## config.mk

```make
export PLATFORM = sky130hd
export DESIGN_NAME = blhc_ctrl
export DESIGN_NICKNAME = d
export VERILOG_FILES = /design/src/common/blhc_pkg.sv /design/src/design/blhc_ctrl.sv /design/src/design/blhc_drain.sv
export VERILOG_INCLUDE_DIRS = /design/src /design/src/common
export SDC_FILE = /design/constraint.sdc
export NUM_CORES = 1
export LEC_CHECK = 0
export BUFFER_PORTS_ARGS = -buffer_cell sky130_fd_sc_hd__buf_2
export CAP_MARGIN = 20
export CORE_MARGIN = 8
export CORE_UTILIZATION = 40
export CTS_BUF_LIST = sky130_fd_sc_hd__clkbuf_2 sky130_fd_sc_hd__clkbuf_4 sky130_fd_sc_hd__clkbuf_8
export DETAILED_ROUTE_END_ITERATION = 12
export PLACE_DENSITY = 0.68
export SLEW_MARGIN = 20
export SYNTH_ARGS = -nofsm -noshare
export SYNTH_HDL_FRONTEND = slang
export SYNTH_SLANG_ARGS = --single-unit
```

## constraint.sdc

```tcl
create_clock -name clk_i -period 5.2 [get_ports clk_i]
set_input_delay 0.26 -clock clk_i [delete_from_list [all_inputs] [get_ports clk_i]]
set_output_delay 0.26 -clock clk_i [all_outputs]
set_load 0.005 [all_outputs]
```

## src/common/blhc_defs.svh

```systemverilog
`ifndef BLHC_DEFS_SVH
`define BLHC_DEFS_SVH

`define BLHC_PRIV_W 2
`define BLHC_ADDR_W 32
`define BLHC_DATA_W 32
`define BLHC_VEC_W 8
`define BLHC_INIT_CYCLES 16'h0040

`endif

```

## src/common/blhc_pkg.sv

```systemverilog
package blhc_pkg;
    typedef enum logic [1:0] {
        BLHC_OP_READ,
        BLHC_OP_WRITE,
        BLHC_OP_INTA
    } blhc_op_t;
endpackage

```

## src/design/blhc_ctrl.sv

```systemverilog
`timescale 1ns/100ps
`include "blhc_defs.svh"
// Function
// locked operations lock at least the destination bytes; whole bus locked here.
// lock prefix accepted at any privilege level, no protection fault.
// on interrupt request, assert bus lock until the vector is received.
// interrupt controller delivers the vector on the data bus while locked.
// hold may be granted between pieces of an unaligned operand.
// hold requests are answered during reset initialization too.
// all buffered memory writes drain before a locked cycle starts.
// lock stays on across a whole locked sequence; no hold until released.
module blhc_ctrl
    import blhc_pkg::*;
#(
    parameter int INIT_CYCLES = `BLHC_INIT_CYCLES,
    parameter int WBUF_DEPTH_W = 4
) (
    input wire logic clk_i,
    input wire logic sys_rst_i,
    // core request side
    input wire logic req_valid_i,
    input wire logic req_locked_i,
    input wire logic req_last_i,
    input wire logic req_write_i,
    input wire logic req_buffered_i,
    input wire logic [`BLHC_ADDR_W-1:0] req_addr_i,
    input wire logic [`BLHC_DATA_W-1:0] req_wdata_i,
    input wire logic [`BLHC_PRIV_W-1:0] current_privilege_level_i,
    input wire logic [`BLHC_PRIV_W-1:0] io_privilege_level_i,
    output logic req_ready_o,
    output logic prot_fault_o,
    output logic wbuf_full_o,
    output logic init_done_o,
    // external bus
    input wire logic bus_done_pin_i,
    input wire logic hold_req_pin_i,
    input wire logic intr_pin_i,
    input wire logic [`BLHC_DATA_W-1:0] bus_data_pin_i,
    output logic bus_start_o,
    output logic bus_write_o,
    output logic bus_inta_o,
    output logic [`BLHC_ADDR_W-1:0] bus_addr_o,
    output logic [`BLHC_DATA_W-1:0] bus_data_o,
    output logic bus_data_oe_o,
    output logic bus_lock_n_o,
    output logic hold_ack_o,
    output logic [`BLHC_VEC_W-1:0] intr_vector_o,
    output logic intr_vector_valid_o
);
    typedef enum logic [2:0] {
        BLHC_IDLE,
        BLHC_DRAIN,
        BLHC_XFER,
        BLHC_INTA,
        BLHC_HOLD
    } blhc_state_t;

    blhc_state_t state_ff;
    logic [1:0] done_sync_ff;
    logic [1:0] hold_sync_ff;
    logic [1:0] intr_sync_ff;
    logic [`BLHC_DATA_W-1:0] data_s1_ff;
    logic [`BLHC_DATA_W-1:0] data_s2_ff;
    logic [15:0] init_cnt_ff;
    logic lock_seq_ff;
    logic cur_locked_ff;
    logic cur_buf_ff;
    blhc_op_t op_ff;
    logic wbuf_empty;
    logic wbuf_full;
    logic done_s;
    logic hold_s;
    logic intr_s;
    logic take_req;
    logic retire_buf;

    assign done_s = done_sync_ff[1];
    assign hold_s = hold_sync_ff[1];
    assign intr_s = intr_sync_ff[1];

    always_ff @(posedge clk_i) begin
        if (sys_rst_i) begin
            done_sync_ff <= 2'h0;
            hold_sync_ff <= 2'h0;
            intr_sync_ff <= 2'h0;
            data_s1_ff <= '0;
            data_s2_ff <= '0;
        end else begin
            done_sync_ff <= {done_sync_ff[0], bus_done_pin_i};
            hold_sync_ff <= {hold_sync_ff[0], hold_req_pin_i};
            intr_sync_ff <= {intr_sync_ff[0], intr_pin_i};
            data_s1_ff <= bus_data_pin_i;
            data_s2_ff <= data_s1_ff;
        end
    end

    // reset initialization timer
    always_ff @(posedge clk_i) begin
        if (sys_rst_i) begin
            init_cnt_ff <= 16'h0000;
        end else if (init_cnt_ff != INIT_CYCLES[15:0]) begin
            init_cnt_ff <= init_cnt_ff + 16'h0001;
        end
    end

    always_ff @(posedge clk_i) begin
        if (sys_rst_i) begin
            init_done_o <= 1'b0;
        end else begin
            init_done_o <= (init_cnt_ff == INIT_CYCLES[15:0]);
        end
    end

    // no privilege check on the lock prefix
    always_ff @(posedge clk_i) begin
        if (sys_rst_i) begin
            prot_fault_o <= 1'b0;
        end else begin
            prot_fault_o <= 1'b0;
        end
    end

    // ready still high means the caller has not yet dropped the finished request
    // inside a locked sequence hold and interrupt wait for the last piece
    assign take_req = (state_ff == BLHC_IDLE) && init_done_o && req_valid_i && !req_ready_o
        && (lock_seq_ff || (!hold_s && !intr_s));
    assign retire_buf = (state_ff == BLHC_XFER) && done_s && cur_buf_ff;

    blhc_drain #(
        .DEPTH_W(WBUF_DEPTH_W)
    ) u_drain (
        .clk_i(clk_i),
        .sys_rst_i(sys_rst_i),
        .push_i(take_req && req_write_i && req_buffered_i && !req_locked_i),
        .pop_i(retire_buf),
        .empty_o(wbuf_empty),
        .full_o(wbuf_full)
    );

    always_ff @(posedge clk_i) begin
        if (sys_rst_i) begin
            wbuf_full_o <= 1'b0;
        end else begin
            wbuf_full_o <= wbuf_full;
        end
    end

    always_ff @(posedge clk_i) begin
        if (sys_rst_i) begin
            state_ff <= BLHC_IDLE;
            lock_seq_ff <= 1'b0;
            cur_locked_ff <= 1'b0;
            cur_buf_ff <= 1'b0;
            op_ff <= BLHC_OP_READ;
            bus_addr_o <= '0;
            bus_data_o <= '0;
        end else begin
            case (state_ff)
                BLHC_IDLE: begin
                    if (hold_s && !lock_seq_ff) begin
                        state_ff <= BLHC_HOLD;
                    end else if (init_done_o && intr_s && !lock_seq_ff) begin
                        op_ff <= BLHC_OP_INTA;
                        state_ff <= BLHC_INTA;
                    end else if (take_req) begin
                        cur_locked_ff <= req_locked_i;
                        cur_buf_ff <= req_write_i && req_buffered_i && !req_locked_i;
                        op_ff <= req_write_i ? BLHC_OP_WRITE : BLHC_OP_READ;
                        bus_addr_o <= req_addr_i;
                        bus_data_o <= req_wdata_i;
                        state_ff <= (req_locked_i && !lock_seq_ff) ? BLHC_DRAIN : BLHC_XFER;
                        if (req_locked_i) begin
                            lock_seq_ff <= !req_last_i;
                        end
                    end
                end
                BLHC_DRAIN: begin
                    if (wbuf_empty) begin
                        state_ff <= BLHC_XFER;
                    end
                end
                BLHC_XFER: begin
                    if (done_s) begin
                        state_ff <= BLHC_IDLE;
                    end
                end
                BLHC_INTA: begin
                    if (done_s) begin
                        state_ff <= BLHC_IDLE;
                    end
                end
                BLHC_HOLD: begin
                    if (!hold_s) begin
                        state_ff <= BLHC_IDLE;
                    end
                end
                default: begin
                    state_ff <= BLHC_IDLE;
                end
            endcase
        end
    end

    // bus strobes and lock pin
    always_ff @(posedge clk_i) begin
        if (sys_rst_i) begin
            bus_start_o <= 1'b0;
            bus_write_o <= 1'b0;
            bus_inta_o <= 1'b0;
            bus_data_oe_o <= 1'b0;
            bus_lock_n_o <= 1'b1;
            hold_ack_o <= 1'b0;
            req_ready_o <= 1'b0;
        end else begin
            bus_start_o <= (state_ff == BLHC_IDLE && take_req && !(req_locked_i && !lock_seq_ff))
                || (state_ff == BLHC_DRAIN && wbuf_empty)
                || (state_ff == BLHC_IDLE && init_done_o && intr_s && !hold_s && !lock_seq_ff);
            bus_write_o <= (state_ff == BLHC_XFER) && (op_ff == BLHC_OP_WRITE);
            bus_inta_o <= (state_ff == BLHC_INTA);
            bus_data_oe_o <= (state_ff == BLHC_XFER) && (op_ff == BLHC_OP_WRITE);
            // lock falls together with the start of a lone locked cycle
            bus_lock_n_o <= !((state_ff == BLHC_INTA) || lock_seq_ff
                || ((state_ff == BLHC_DRAIN) && wbuf_empty)
                || ((state_ff == BLHC_XFER) && cur_locked_ff));
            hold_ack_o <= (state_ff == BLHC_HOLD) && hold_s;
            req_ready_o <= ((state_ff == BLHC_XFER) && done_s);
        end
    end

    always_ff @(posedge clk_i) begin
        if (sys_rst_i) begin
            intr_vector_o <= '0;
            intr_vector_valid_o <= 1'b0;
        end else begin
            intr_vector_valid_o <= (state_ff == BLHC_INTA) && done_s;
            if (state_ff == BLHC_INTA && done_s) begin
                intr_vector_o <= data_s2_ff[`BLHC_VEC_W-1:0];
            end
        end
    end
endmodule

```

## src/design/blhc_drain.sv

```systemverilog
`timescale 1ns/100ps
`include "blhc_defs.svh"
// counts buffered memory writes still waiting for the external bus
module blhc_drain #(
    parameter int DEPTH_W = 4
) (
    input wire logic clk_i,
    input wire logic sys_rst_i,
    input wire logic push_i,
    input wire logic pop_i,
    output logic empty_o,
    output logic full_o
);
    logic [DEPTH_W:0] cnt_ff;
    logic [DEPTH_W:0] nxt_cnt;
    localparam logic [DEPTH_W:0] MAX_CNT = {1'b1, {DEPTH_W{1'b0}}};

    always_comb begin
        nxt_cnt = cnt_ff;
        if (push_i && !full_o && !(pop_i && cnt_ff != '0)) begin
            nxt_cnt = cnt_ff + 1'b1;
        end else if (pop_i && cnt_ff != '0 && !push_i) begin
            nxt_cnt = cnt_ff - 1'b1;
        end
    end

    always_ff @(posedge clk_i) begin
        if (sys_rst_i) begin
            cnt_ff <= '0;
        end else begin
            cnt_ff <= nxt_cnt;
        end
    end

    assign empty_o = (cnt_ff == '0);
    assign full_o = (cnt_ff == MAX_CNT);
endmodule

```

After elaboration in Yosys (flattened, before gate mapping)
Cells that the tools add are included.
W data, S select, Z words.
{"block": "totals", "reg_bits": 132, "latch_bits": 0, "mem_bits_rw": 0, "mem_bits_ro": 0, "out_inout_bits": 83, "word_cells": 111, "mem_count": 0}
{"block": "op_classes", "n_addsub": 3, "n_mul": 0, "n_div": 0, "magnitude_cmp": 0, "eq_ne": 12, "n_shift": 0, "muxes": 13, "bitwise_logic": 2, "n_reduce_logical": 57}
{"cell": "$logic_and A1 B1 Y1", "n": 30}
{"cell": "$mux W3", "n": 6}
{"cell": "$add A16 B1 Y16 const B", "n": 1}
{"cell": "$eq A16 B7 Y1 const B", "n": 1}
{"cell": "$ne A16 B7 Y1 const B", "n": 1}
{"cell": "$pmux W3 S4", "n": 1}
{"cell": "$logic_not A1 Y1", "n": 11}
{"cell": "$mux W5", "n": 2}
{"cell": "$reduce_and A4 Y1", "n": 2}
{"cell": "$eq A3 B2 Y1 const B", "n": 2}
{"cell": "$logic_or A1 B1 Y1", "n": 6}
{"cell": "$mux W2", "n": 3}
{"cell": "$add A5 B1 Y5 const B", "n": 1}
{"cell": "$eq A5 B5 Y1 const B", "n": 1}
{"cell": "$logic_not A5 Y1", "n": 1}
{"cell": "$reduce_and A5 Y1", "n": 1}
{"cell": "$reduce_bool A5 Y1", "n": 1}
{"cell": "$sub A5 B1 Y5 const B", "n": 1}
{"cell": "$ne A2 B2 Y1 const B", "n": 2}
{"cell": "$ne A4 B4 Y1 const B", "n": 1}
{"cell": "$reduce_bool A2 Y1", "n": 2}
{"cell": "$eq A3 B1 Y1 const B", "n": 1}
{"cell": "$eq A3 B3 Y1 const B", "n": 1}
{"cell": "$logic_not A3 Y1", "n": 1}
{"cell": "other kinds (6)", "n": 7}

Logic depth before layout (Yosys ltp)
Gate-level depths: netlist (run 1).
{"block": "depth", "word_depth": 12, "ltp_mapped": 10, "ltp_nobuf": 9}

By module
Synthesis (run 1) repeated with hierarchy kept, for this count alone.
{"block": "hier_totals", "hier_cells": 578, "area_unflattened_um2": 4942.2}
{"module": "blhc_ctrl", "n_inst": 1, "cells_per_inst": 531, "area_per_inst_um2": 4539.4, "seq_area_each_um2": 2542.4}
{"module": "blhc_drain", "n_inst": 1, "cells_per_inst": 47, "area_per_inst_um2": 402.9, "seq_area_each_um2": 100.1}

Worst setup path before layout (run 1)
Ideal clock, no wire load.
{"block": "synth_timing", "path_kind": "reg-to-reg", "start": "register state_ff[1]", "end": "register u_drain.cnt_ff[4]", "setup_time_ps": 132, "arrival_time_ps": 2472, "required_ps": 5068, "slack_ps": 2596, "path_stages_with_launch": 11, "synth_period_minus_slack_ps": 2604, "path_cell_list": "dfxtp_1 > buf_6 > or3_4 > nor4_2 > nand2_1 > fa_1 > a21o_1 > a21oi_1 > nand2_1 > o311ai_0 > a21oi_1"}
{"block": "synth_between", "elab_chain_cells": 11, "word_cells_on_any_way": 19, "cone_classes": "1 x eq/ne; 1 x mux; 17 x reduce/logical"}
{"element": "start: declaration", "line_no": "blhc_ctrl.sv:58", "text": "blhc_state_t state_ff;"}
{"element": "start signal: assignment", "line_no": "blhc_ctrl.sv:171", "text": "state_ff <= (req_locked_i && !lock_seq_ff) ? BLHC_DRAIN : BLHC_XFER;"}
{"element": "$logic_not A3 Y1", "line_no": "blhc_ctrl.sv:125", "text": "assign take_req = (state_ff == BLHC_IDLE) && init_done_o && req_valid_i && !req_ready_o"}
{"element": "$logic_and A1 B1 Y1 (3 in series)", "line_no": "blhc_ctrl.sv:125"}
{"element": "$logic_and A1 B1 Y1", "line_no": "blhc_ctrl.sv:126", "text": "&& (lock_seq_ff || (!hold_s && !intr_s));"}
{"element": "$logic_and A1 B1 Y1 (3 in series)", "line_no": "blhc_ctrl.sv:134", "text": ".push_i(take_req && req_write_i && req_buffered_i && !req_locked_i),"}
{"element": "$logic_and A1 B1 Y1 or $logic_not A1 Y1 (tied branches)", "line_no": "blhc_drain.sv:20, blhc_drain.sv:22"}
{"element": "$logic_and A1 B1 Y1, on equally long branches", "line_no": "blhc_drain.sv:20, blhc_drain.sv:22"}
{"element": "$mux W5 or $reduce_bool A2 Y1 (tied branches)"}
{"element": "end signal: assignment", "line_no": "blhc_drain.sv:31", "text": "cnt_ff <= nxt_cnt;"}
{"element": "end: declaration", "line_no": "blhc_drain.sv:14", "text": "logic [DEPTH_W:0] cnt_ff;"}
Several ways; a longest one is shown, not always the timed one.
A chain may end at the register's enable or synchronous reset.

Worst setup path after layout (run 1)
{"block": "layout_timing", "start": "register state_ff[0]", "end": "register u_drain.cnt_ff[4]"}
The elaborated chain is that of the path after synthesis.

==> results.tsv, run 1 <==
metric	value	unit
status	completed	
ir_drop	0.1696	mV
dieArea	15990	sq um
postSynthCellCount	566	
start_util	40.78	%
power_density	327.1	nW/um^2
crit_type	register to register	
num_rows	40	
cts_tree	yes	
cts-root-buf	clkbuf_8	
rsz0062_at_grt	no	
tns	0	ns
grt_overflow	0	
wl_met3	877	um
die_w	126.4	um
p_leak	2.619	nW
ant_nets	0	
ys.flop_type	dfxtp_1	
ys_warn_count	0	
grt_antenna_before_repair	2	
gr-usage-all-layers	15.18	%
synth-seq-cells	132	
ys_async_sr_fraction	0	%
syn_area	4878	sq um
dr.pass1.iters	4	
core	11960	sq um
drive_gt1_share	28.61	%
synth-edff-count	0	
cp_cell_sequence	or3_4 > nor4_2 > nand2_1 > fa_1 > a21o_1 > a21oi_1 > nor2_1 > a32oi_1 > a21oi_1	
wl_met2	5979	um
fmax	333.5	MHz
fin_skew	0.01104	ns
first_iter_violations	255	
synth_nets	682	
final_nets	838	
min_period	2.998	ns
worst_slack	2.202	ns
yosysSeqAreaShare	54.17	%
crit_path_end_kind	register	
hold_class	primary input to register	
insertion_delay	0.44	ns
vias	4231	
area_growth_syn_to_layout	27.26	%
routedWlPerCell	13.71	um
htreeDepth	4	
cp_slowest_stage_delay	0.47	ns
ios	193	
met1Wirelength	4922	um
tightest_slew	0.7541	ns
grt_first_pass_wirelength	19750	um
grt_pass1_vias	4196	
finalSetupViolCount	0	
port_buffers	163	
path_clk_slew	0.08	ns
dp.final_hpwl	8772	um
place.gp.congestion	0.8100	
postCtsSetupBuffers	0	
stdcell_area	6208	sq um
max_cap_violations	0	
top_layer	met4	
clockBufferDepth	2	
fp.dieH	126.4	um
relSlewSlack	49.73	%
start_kind	register	
grt_max_degree	78	
avgSynthCellArea	8.619	sq um
finalCritPeriodShare	57.66	%
synth_cell_type_count	48	
place_area	5756	sq um
crit_top_cell	a21oi_1	
dpl_worst_slack	2.235	ns
clock_sinks	132	
drc_errors	0	
wl	12110	um
cpMaxStageDelayCell	or3_4	
hold_viol	0	
required	5.49	ns
vias_per_cell	4.792	
cts_buffers	17	
crit_path_max_fanout	13	
arrival	3.29	ns
drv_slew	0	
==> logic make-up after synthesis <==
family	after synthesis	synth area share, %
DFF	132	54.17
adders and majority gates	6	1.693
and+or+nand+nor	258	23.95
AOI/OAI and AO/OA	111	12.85
other	1	0.07687
muxes	5	1.026
buffers and inverters	40	3.898
xor gates and xnor gates	13	2.334
==> cell type report <==
class	instances	area (sq um)
well taps	147	183.9
flip-flops and latches	132	2643
multi-input cells	394	2053
repair buffers	171	903.4
diodes	2	5.005
inverters	6	22.52
fillers	1148	5753
clock buffers	17	234.0
clock inverters	14	163.9
==> synthesized netlist by cell type, drive strengths merged, types with 2 or more instances <==
library cell,instances,area share (%)
clkbuf,23,1.8
nand4,2,0.26
nor3,7,0.82
nor2b,25,3.2
or3,6,0.87
nor2,26,2.0
and3,4,0.51
a211oi,2,0.41
mux2i,5,1.0
o21ai,6,0.62
nand3b,4,0.62
nand3,9,0.92
dfxtp,132,54
xor2,9,1.6
nand2,160,12
a21oi,90,9.4
nor4,6,1.0
buf,11,1.7
xnor2,4,0.72
ha,5,1.3
inv,6,0.46
a21o,3,0.46
nand2b,3,0.38
==> stage by stage <==
step	hold slack (ns)	cells	utilization (%)	power [mW]
after detailed placement	0.4251	845	48.12	1.192
final	0.03623	883	51.90	2.031
after global placement	0.4183	844	47.95	1.190
after floorplan	0.3882	566	-	1.146
after CTS	0.003466	881	51.86	2.057
after global routing	0.01041	883	51.90	2.115
==> power breakdown <==
part           internal, mW  switching (mW)  total [mW]
Clock                 0.468           0.391       0.859
Sequential             1.03          0.0193        1.05
Combinational        0.0619          0.0624       0.124
Total                  1.56           0.473        2.03
==> repair_timing <==
item,4_1_cts,5_1_grt
setup endpoints to repair,0,0
resized for setup,0,0
hold buffers,5,0
hold endpoints to repair,5,0
==> cells in the final DEF, fill, tap and decap left out, drive strengths merged, types with 4 or more instances in the layout <==
| cell type | count |
|---|---|
| nand3b | 4 |
| and3 | 4 |
| xor2 | 9 |
| nand2 | 160 |
| a21oi | 90 |
| nor3 | 7 |
| clkinv | 8 |
| nor2b | 25 |
| clkbuf | 17 |
| dfxtp | 132 |
| nor2 | 26 |
| ha | 5 |
| buf | 166 |
| nor4 | 6 |
| or3 | 6 |
| nand3 | 9 |
| dlygate4sd3 | 5 |
| xnor2 | 4 |
| o21ai | 6 |
| mux2i | 5 |
| inv | 6 |
==> path summary, 6_finish.rpt <==
kind | depth (start not counted) | startpoint | slack (ns) | end
max | 9 | state_ff[0]$_SDFFE_PP0P_ | 2.20 | u_drain.cnt_ff[4]$_SDFFE_PP0P_
min | 2 | bus_data_pin_i[1] | 0.04 | data_s1_ff[1]$_SDFF_PP0_
min reg2reg | 2 | data_s2_ff[6]$_SDFF_PP0_ | 0.44 | intr_vector_o[6]$_SDFFE_PP0P_
max reg2reg | 9 | state_ff[0]$_SDFFE_PP0P_ | 2.20 | u_drain.cnt_ff[4]$_SDFFE_PP0P_
==> routing by layer <==
layer / GRT usage (%) / up-vias
met5: 0 / -
met4: 7.926 / 0
met3: 6.075 / 20
met2: 25.28 / 124
met1: 16.33 / 1909
li1: - / 2178
==> sequential cells by signal (all words and copies together), names as in the netlist, 2 cells and up <==
register        flops
intr_sync_ff        2
data_s2_ff          8
state_ff            3
op_ff               2
data_s1_ff          8
init_cnt_ff        16
bus_addr_o         32
done_sync_ff        2
hold_sync_ff        2
u_drain.cnt_ff      5
intr_vector_o       8
bus_data_o         32
==> worst max-delay path: cells and delay by family (launching register included) <==
family                   cells  cell delay, ns
AND/OR/NAND/NOR              4            1.25
AO/OA/AOI/OAI                4            0.72
flip-flops                   1            0.42
adder cells (fa/ha/maj)      1            0.47
Power figures use the tool's default switching activity.
==> inputs of run 2 (changes only) <==
PLACE_DENSITY = 0.7   (was 0.68)
clock period = 2.45 ns   (was 5.2 ns; I/O delays follow)
==> run 2 against run 1 <==
Effect of this change:
- non-clock buffer count grew 81
- sequential power grew 110%
- final cell count grew 9.3%
- critical path depth is the same
- die area is the same
- setup slack lost 2.1 ns
- combinational power grew to 3.3 times the previous value
- cell area grew 14%
- power grew 130%
- fmax grew 30%
- flip-flop and latch count is the same
- largest cell class unchanged
- largest power group unchanged
==> results.tsv, run 2 (synthesis results as in run 1) <==
metric	value	unit
cts_tree	yes	
drive_gt1_share	27.33	%
clockBufferDepth	2	
dp.final_hpwl	8958	um
worst_slack	0.1448	ns
finalCritPeriodShare	94.09	%
hold_viol	0	
layout_common_cells	162 x buf_2, 159 x nand2_1, 131 x dfxtp_1	
path_clk_slew	0.08	ns
rsz0062_at_grt	yes	
ir_drop	0.3856	mV
dr.pass1.iters	5	
power_density	654.5	nW/um^2
status	completed	
fill_cells	1023	
reg2reg_slack	0.14	ns
start_kind	register	
reg2reg_from	state_ff[0]$_SDFFE_PP0P_	
crit_path_end_kind	register	
endpoint	u_drain.cnt_ff[4]$_SDFFE_PP0P_	
reg2regPathDepth	9	
insertion_delay	0.44	ns
fp.dieH	126.4	um
p_leak	2.984	nW
crit_type	register to register	
vias	4729	
crit_path_max_fanout	5	
ant_nets	0	
arrival	2.62	ns
rr_endpoint	u_drain.cnt_ff[4]$_SDFFE_PP0P_	
min_period	2.305	ns
grt_overflow	0	
drv_slew	0	
htreeDepth	4	
crit_start	state_ff[0]$_SDFFE_PP0P_	
layout_commonest_cell	buf_2	
wl	14050	um
grt_antenna_before_repair	1	
fin_skew	0.01053	ns
cts_buffers	17	
cts-root-buf	clkbuf_8	
place_area	5827	sq um
gr-usage-all-layers	17.41	%
place.gp.congestion	0.8431	
fmax	433.8	MHz
finalSetupViolCount	0	
reg.largest.list	bus_addr_o: 32 flops, bus_data_o: 32 flops, init_cnt_ff: 16 flops	
grt_pass1_vias	4895	
dpl_worst_slack	0.04015	ns
final_nets	919	
grt_max_degree	69	
stdcell_area	7079	sq um
required	2.76	ns
hold_class	primary input to register	
relSlewSlack	53.27	%
tightest_slew	0.7010	ns
dieArea	15990	sq um
ios	193	
max_cap_violations	0	
vias_per_cell	4.901	
drc_errors	0	
clock_sinks	132	
first_iter_violations	252	
routedWlPerCell	14.56	um
area_growth_syn_to_layout	45.11	%
start_util	40.78	%
die_w	126.4	um
grt_first_pass_wirelength	22710	um
core	11960	sq um
port_buffers	163	
num_rows	40	
## run 2: cell count changes in the layout (fill, tap and decap cells not counted), moves of 3 or more
cell           before  now
dlygate4sd3_1       5   78
buf_4               3   11
clkinv_2            5    2
clkbuf_8           17   20
## run 2: area by class of cell
| class | instances | area [sq um] | area share, % |
|---|---|---|---|
| tap | 147 | 183.9 | 2.598 |
| inverter | 6 | 22.52 | 0.3181 |
| antenna | 2 | 5.005 | 0.07070 |
| clock buffer | 20 | 275.3 | 3.888 |
| clock inverter | 12 | 177.7 | 2.510 |
| timing repair buffer | 252 | 1694 | 23.93 |
| sequential | 132 | 2644 | 37.35 |
| multi-input combinational | 394 | 2077 | 29.34 |
## run 2: worst min-delay path by stage
stage                     slack (ns)                  endpoint               from  depth (start not counted)
after floorplan                 0.25  data_s1_ff[0]$_SDFF_PP0_  bus_data_pin_i[0]                          1
after global placement          0.33  data_s1_ff[4]$_SDFF_PP0_  bus_data_pin_i[4]                          2
after CTS                       0.07  data_s2_ff[0]$_SDFF_PP0_          sys_rst_i                          2
final                           0.11  data_s2_ff[1]$_SDFF_PP0_          sys_rst_i                          2
after global routing            0.11  data_s1_ff[0]$_SDFF_PP0_          sys_rst_i                          2
after detailed placement        0.34  data_s1_ff[7]$_SDFF_PP0_  bus_data_pin_i[7]                          2
## run 2: worst max-delay path, stage by stage (launching register included)
cell and delay (ns):
dfxtp_1 0.31, or3_4 0.43, nor4_4 0.21, nand2_2 0.14, fa_2 0.37, a21o_1 0.19, a21oi_2 0.20, nor2_1 0.07
a32oi_1 0.17, a21oi_1 0.09
## run 2: metal layers
| metal | track usage [%] | wire length [um] | vias up |
|---|---|---|---|
| met5 | 0 | 0 | - |
| met1 | 16.94 | 5293 | 2155 |
| met4 | 10.54 | 561 | 0 |
| met3 | 6.242 | 962 | 45 |
| met2 | 31.10 | 7230 | 182 |
| li1 | - | - | 2347 |
## run 2: stage by stage
stage               hold WS [ns]  cells  power, mW  setup TNS, ns  utilization [%]
CTS                      0.07074    963      4.688              0            59.03
floorplan                 0.2507    566      2.437              0                -
detailed placement        0.3376    853      2.555              0            48.71
global route              0.1075    964      4.808       -0.01251            59.16
global placement          0.3344    853      2.546              0            48.71
finish                    0.1104    965      4.633              0            59.18
## run 2: timing repair
action | in CTS | in global routing
gates resized for setup | 0 | 4
buffers inserted | 0 | 0
endpoints found under the setup margin | 0 | 1
hold buffers | 78 | 0
hold endpoints to repair | 78 | 0
## run 2: report_power, final
part	total (mW)	internal (mW)	switching, mW
Combinational	0.413	0.223	0.190
Clock	2.02	1.19	0.830
Sequential	2.20	2.18	0.0176
==> inputs of run 3 (changes only) <==
SETUP_SLACK_MARGIN = 0.2   (was unset)
SYNTH_HIERARCHICAL = 1   (was unset)
==> run 3 against run 2 <==
Effect of this change:
- the flow now finishes with violations (negative setup slack)
- sequential share of layout area down 1.6 points
- wire length up 6.2%
- final cell count up 5.0%
- clock power down 2%
- utilization up 2.1 points
==> results.tsv, run 3 <==
metric	value	unit
dpl_worst_slack	-0.1463	ns
cts_buffers	17	
insertion_delay	0.44	ns
violations	negative setup slack	
p_leak	3.051	nW
fp.dieH	127.2	um
yosysTopAreaCellShare	53.47	%
syn_area	4942	sq um
ys_async_sr_fraction	0	%
clock_sinks	132	
grt_pass1_vias	4872	
start_util	40.98	%
power_density	599.7	nW/um^2
total_power	4.430	mW
dieArea	16170	sq um
reg.largest.list	bus_addr_o: 32 flops, bus_data_o: 32 flops, init_cnt_ff: 16 flops	
drive_gt1_share	29.20	%
synth_mux_area_share	0.4304	%
fin_skew	0.01315	ns
fmax	379.9	MHz
max_cap_violations	0	
grt_overflow	0	
dr.pass1.iters	5	
routedWlPerCell	14.73	um
wl_met2	7970	um
drc_errors	0	
min_period	2.632	ns
cts_tree	yes	
clkPwrFrac	44.6	%
top_layer	met4	
grt_antenna_before_repair	5	
crit_path_max_fanout	5	
final_nets	942	
power_frac_seq	49.2	%
yosysMostFrequentCell	nand2_1	
num_rows	40	
finalSetupViolCount	3	
clockBufferDepth	2	
synth_cell_type_count	55	
vias_per_cell	4.847	
met1Wirelength	5589	um
grt_first_pass_wirelength	23640	um
drv_slew	0	
layout_common_cells	162 x buf_2, 153 x nand2_1, 131 x dfxtp_1	
switchingPower	0.9511	mW
multi_input_area	2248	sq um
ant_nets	0	
first_iter_violations	347	
gr-usage-all-layers	18.16	%
port_buffers	163	
postSynthCellCount	578	
required	2.81	ns
tightest_slew	0.6996	ns
fill_cells	999	
yosysSeqAreaShare	53.47	%
p_comb_share	6.1	%
synth_top_family_by_area	simple AND/OR/NAND/NOR gates	
dp.final_hpwl	9505	um
synth_nets	694	
hold_viol	0	
synth-simple-area-share	26.13	%
cts-root-buf	clkbuf_8	
grt_max_degree	70	
wl	14920	um
avgSynthCellArea	8.551	sq um
rsz0062_at_grt	yes	
arrival	2.99	ns
path_clk_slew	0.08	ns
p_int	3.479	mW
netSwitchingFraction	21.47	%
post-route-util	61.24	%
hold_class	primary input to register	
place.gp.congestion	0.8618	
vias	4910	
yosys.area.top_type	dfxtp_1	
area_growth_syn_to_layout	49.47	%
relSlewSlack	53.36	%
wl_met3	792	um
die_w	127.2	um
yosys.area_share.adder	1.671	%
status	finished, violations left	
synth_compound_area_share	12.05	%
core	12060	sq um
crit_path_end_kind	register	
regArea	2644	sq um
finalCritPeriodShare	107.4	%
worst_slack	-0.1820	ns
synth-edff-count	0	
htreeDepth	4	
ys.flop_type	dfxtp_1	
layout_commonest_cell	buf_2	
ios	193	
synth_area_leaders	dfxtp_1 53%, nand2_1 12%, a21oi_1 8.6%	
start_kind	register	
crit_type	register to register	
ir_drop	0.4366	mV
synth-seq-cells	132	
synth_commonest_cells	153 x nand2_1, 132 x dfxtp_1, 85 x a21oi_1	
synth-xor-area-share	2.481	%
ys_warn_count	6	
-- run 3: metrics by stage --
stage / area [sq um] / cells / hold WS [ns] / TNS [ns]
2_1_floorplan: 5024 / 578 / 0.1916 / -1.211
3_3_place_gp: 6050 / 894 / 0.3342 / -0.07192
3_5_place_dp: 6050 / 894 / 0.3407 / -0.1956
4_1_cts: 7310 / 1007 / 0.1194 / -0.3616
5_1_grt: 7385 / 1012 / 0.1720 / -0.6387
6_report: 7387 / 1013 / 0.1593 / -0.3834
-- run 3: power groups by stage --
stage | sequential [mW] | combinational [mW] | clock (mW)
floorplan | 2.23 | 0.0764 | 0
global placement | 2.23 | 0.159 | 0
detailed placement | 2.23 | 0.163 | 0
CTS | 2.18 | 0.264 | 2.03
global route | 2.18 | 0.292 | 2.11
finish | 2.18 | 0.272 | 1.98
-- run 3: worst paths after layout --
check	start	endpoint	slack [ns]	depth (start not counted)
worst max-delay path	state_ff[0]$_SDFFE_PP0P_	u_drain/cnt_ff[4]$_SDFFE_PP0P_	-0.18	10
worst min register to register	data_s1_ff[3]$_SDFF_PP0_	data_s2_ff[3]$_SDFF_PP0_	0.43	1
worst max register to register	state_ff[0]$_SDFFE_PP0P_	u_drain/cnt_ff[4]$_SDFFE_PP0P_	-0.18	10
worst min-delay path	req_buffered_i	cur_buf_ff$_SDFFE_PP0P_	0.16	4
-- run 3: routing by layer --
layer	vias up	global-route usage, %
li1	2431	-
met1	2258	17.93
met2	177	33.07
met3	44	5.408
met4	0	10.85
met5	-	0
-- run 3: area by class of cell --
cell class	instances	share of cell area (%)
Antenna cell	6	0.2033
Sequential cell	132	35.79
Inverter	6	0.4065
Tap cell	168	2.846
Timing Repair Buffer	265	24.41
Clock buffer	19	3.455
Clock inverter	13	2.456
Multi-Input combinational cell	404	30.44
-- run 3: worst max-delay path: stages, from the launching register on --
cell and delay (ns):
dfxtp_2 0.33, or3_4 0.38, or4_4 0.45, nor2_4 0.13, o211a_4 0.19, inv_8 0.05
fa_2 0.38, nand3_2 0.12, a21oi_2 0.08, a211o_1 0.27, a31oi_1 0.17
-- run 3: timing repair --
| item | in CTS | in global routing |
|---|---|---|
| gates resized for setup | 5 | 13 |
| endpoints found under the setup margin | 4 | 6 |
| hold endpoints to repair | 78 | 0 |
| hold buffers | 78 | 0 |
| setup buffers | 3 | 0 |
| pin swaps | 4 | 8 |
-- run 3: cells by family after synthesis --
family,after synthesis
simple gates,274
flops,132
compound gates,107
buf+inv,42
xor+xnor,14
fa+ha+maj,6
mux,2
other cells,1
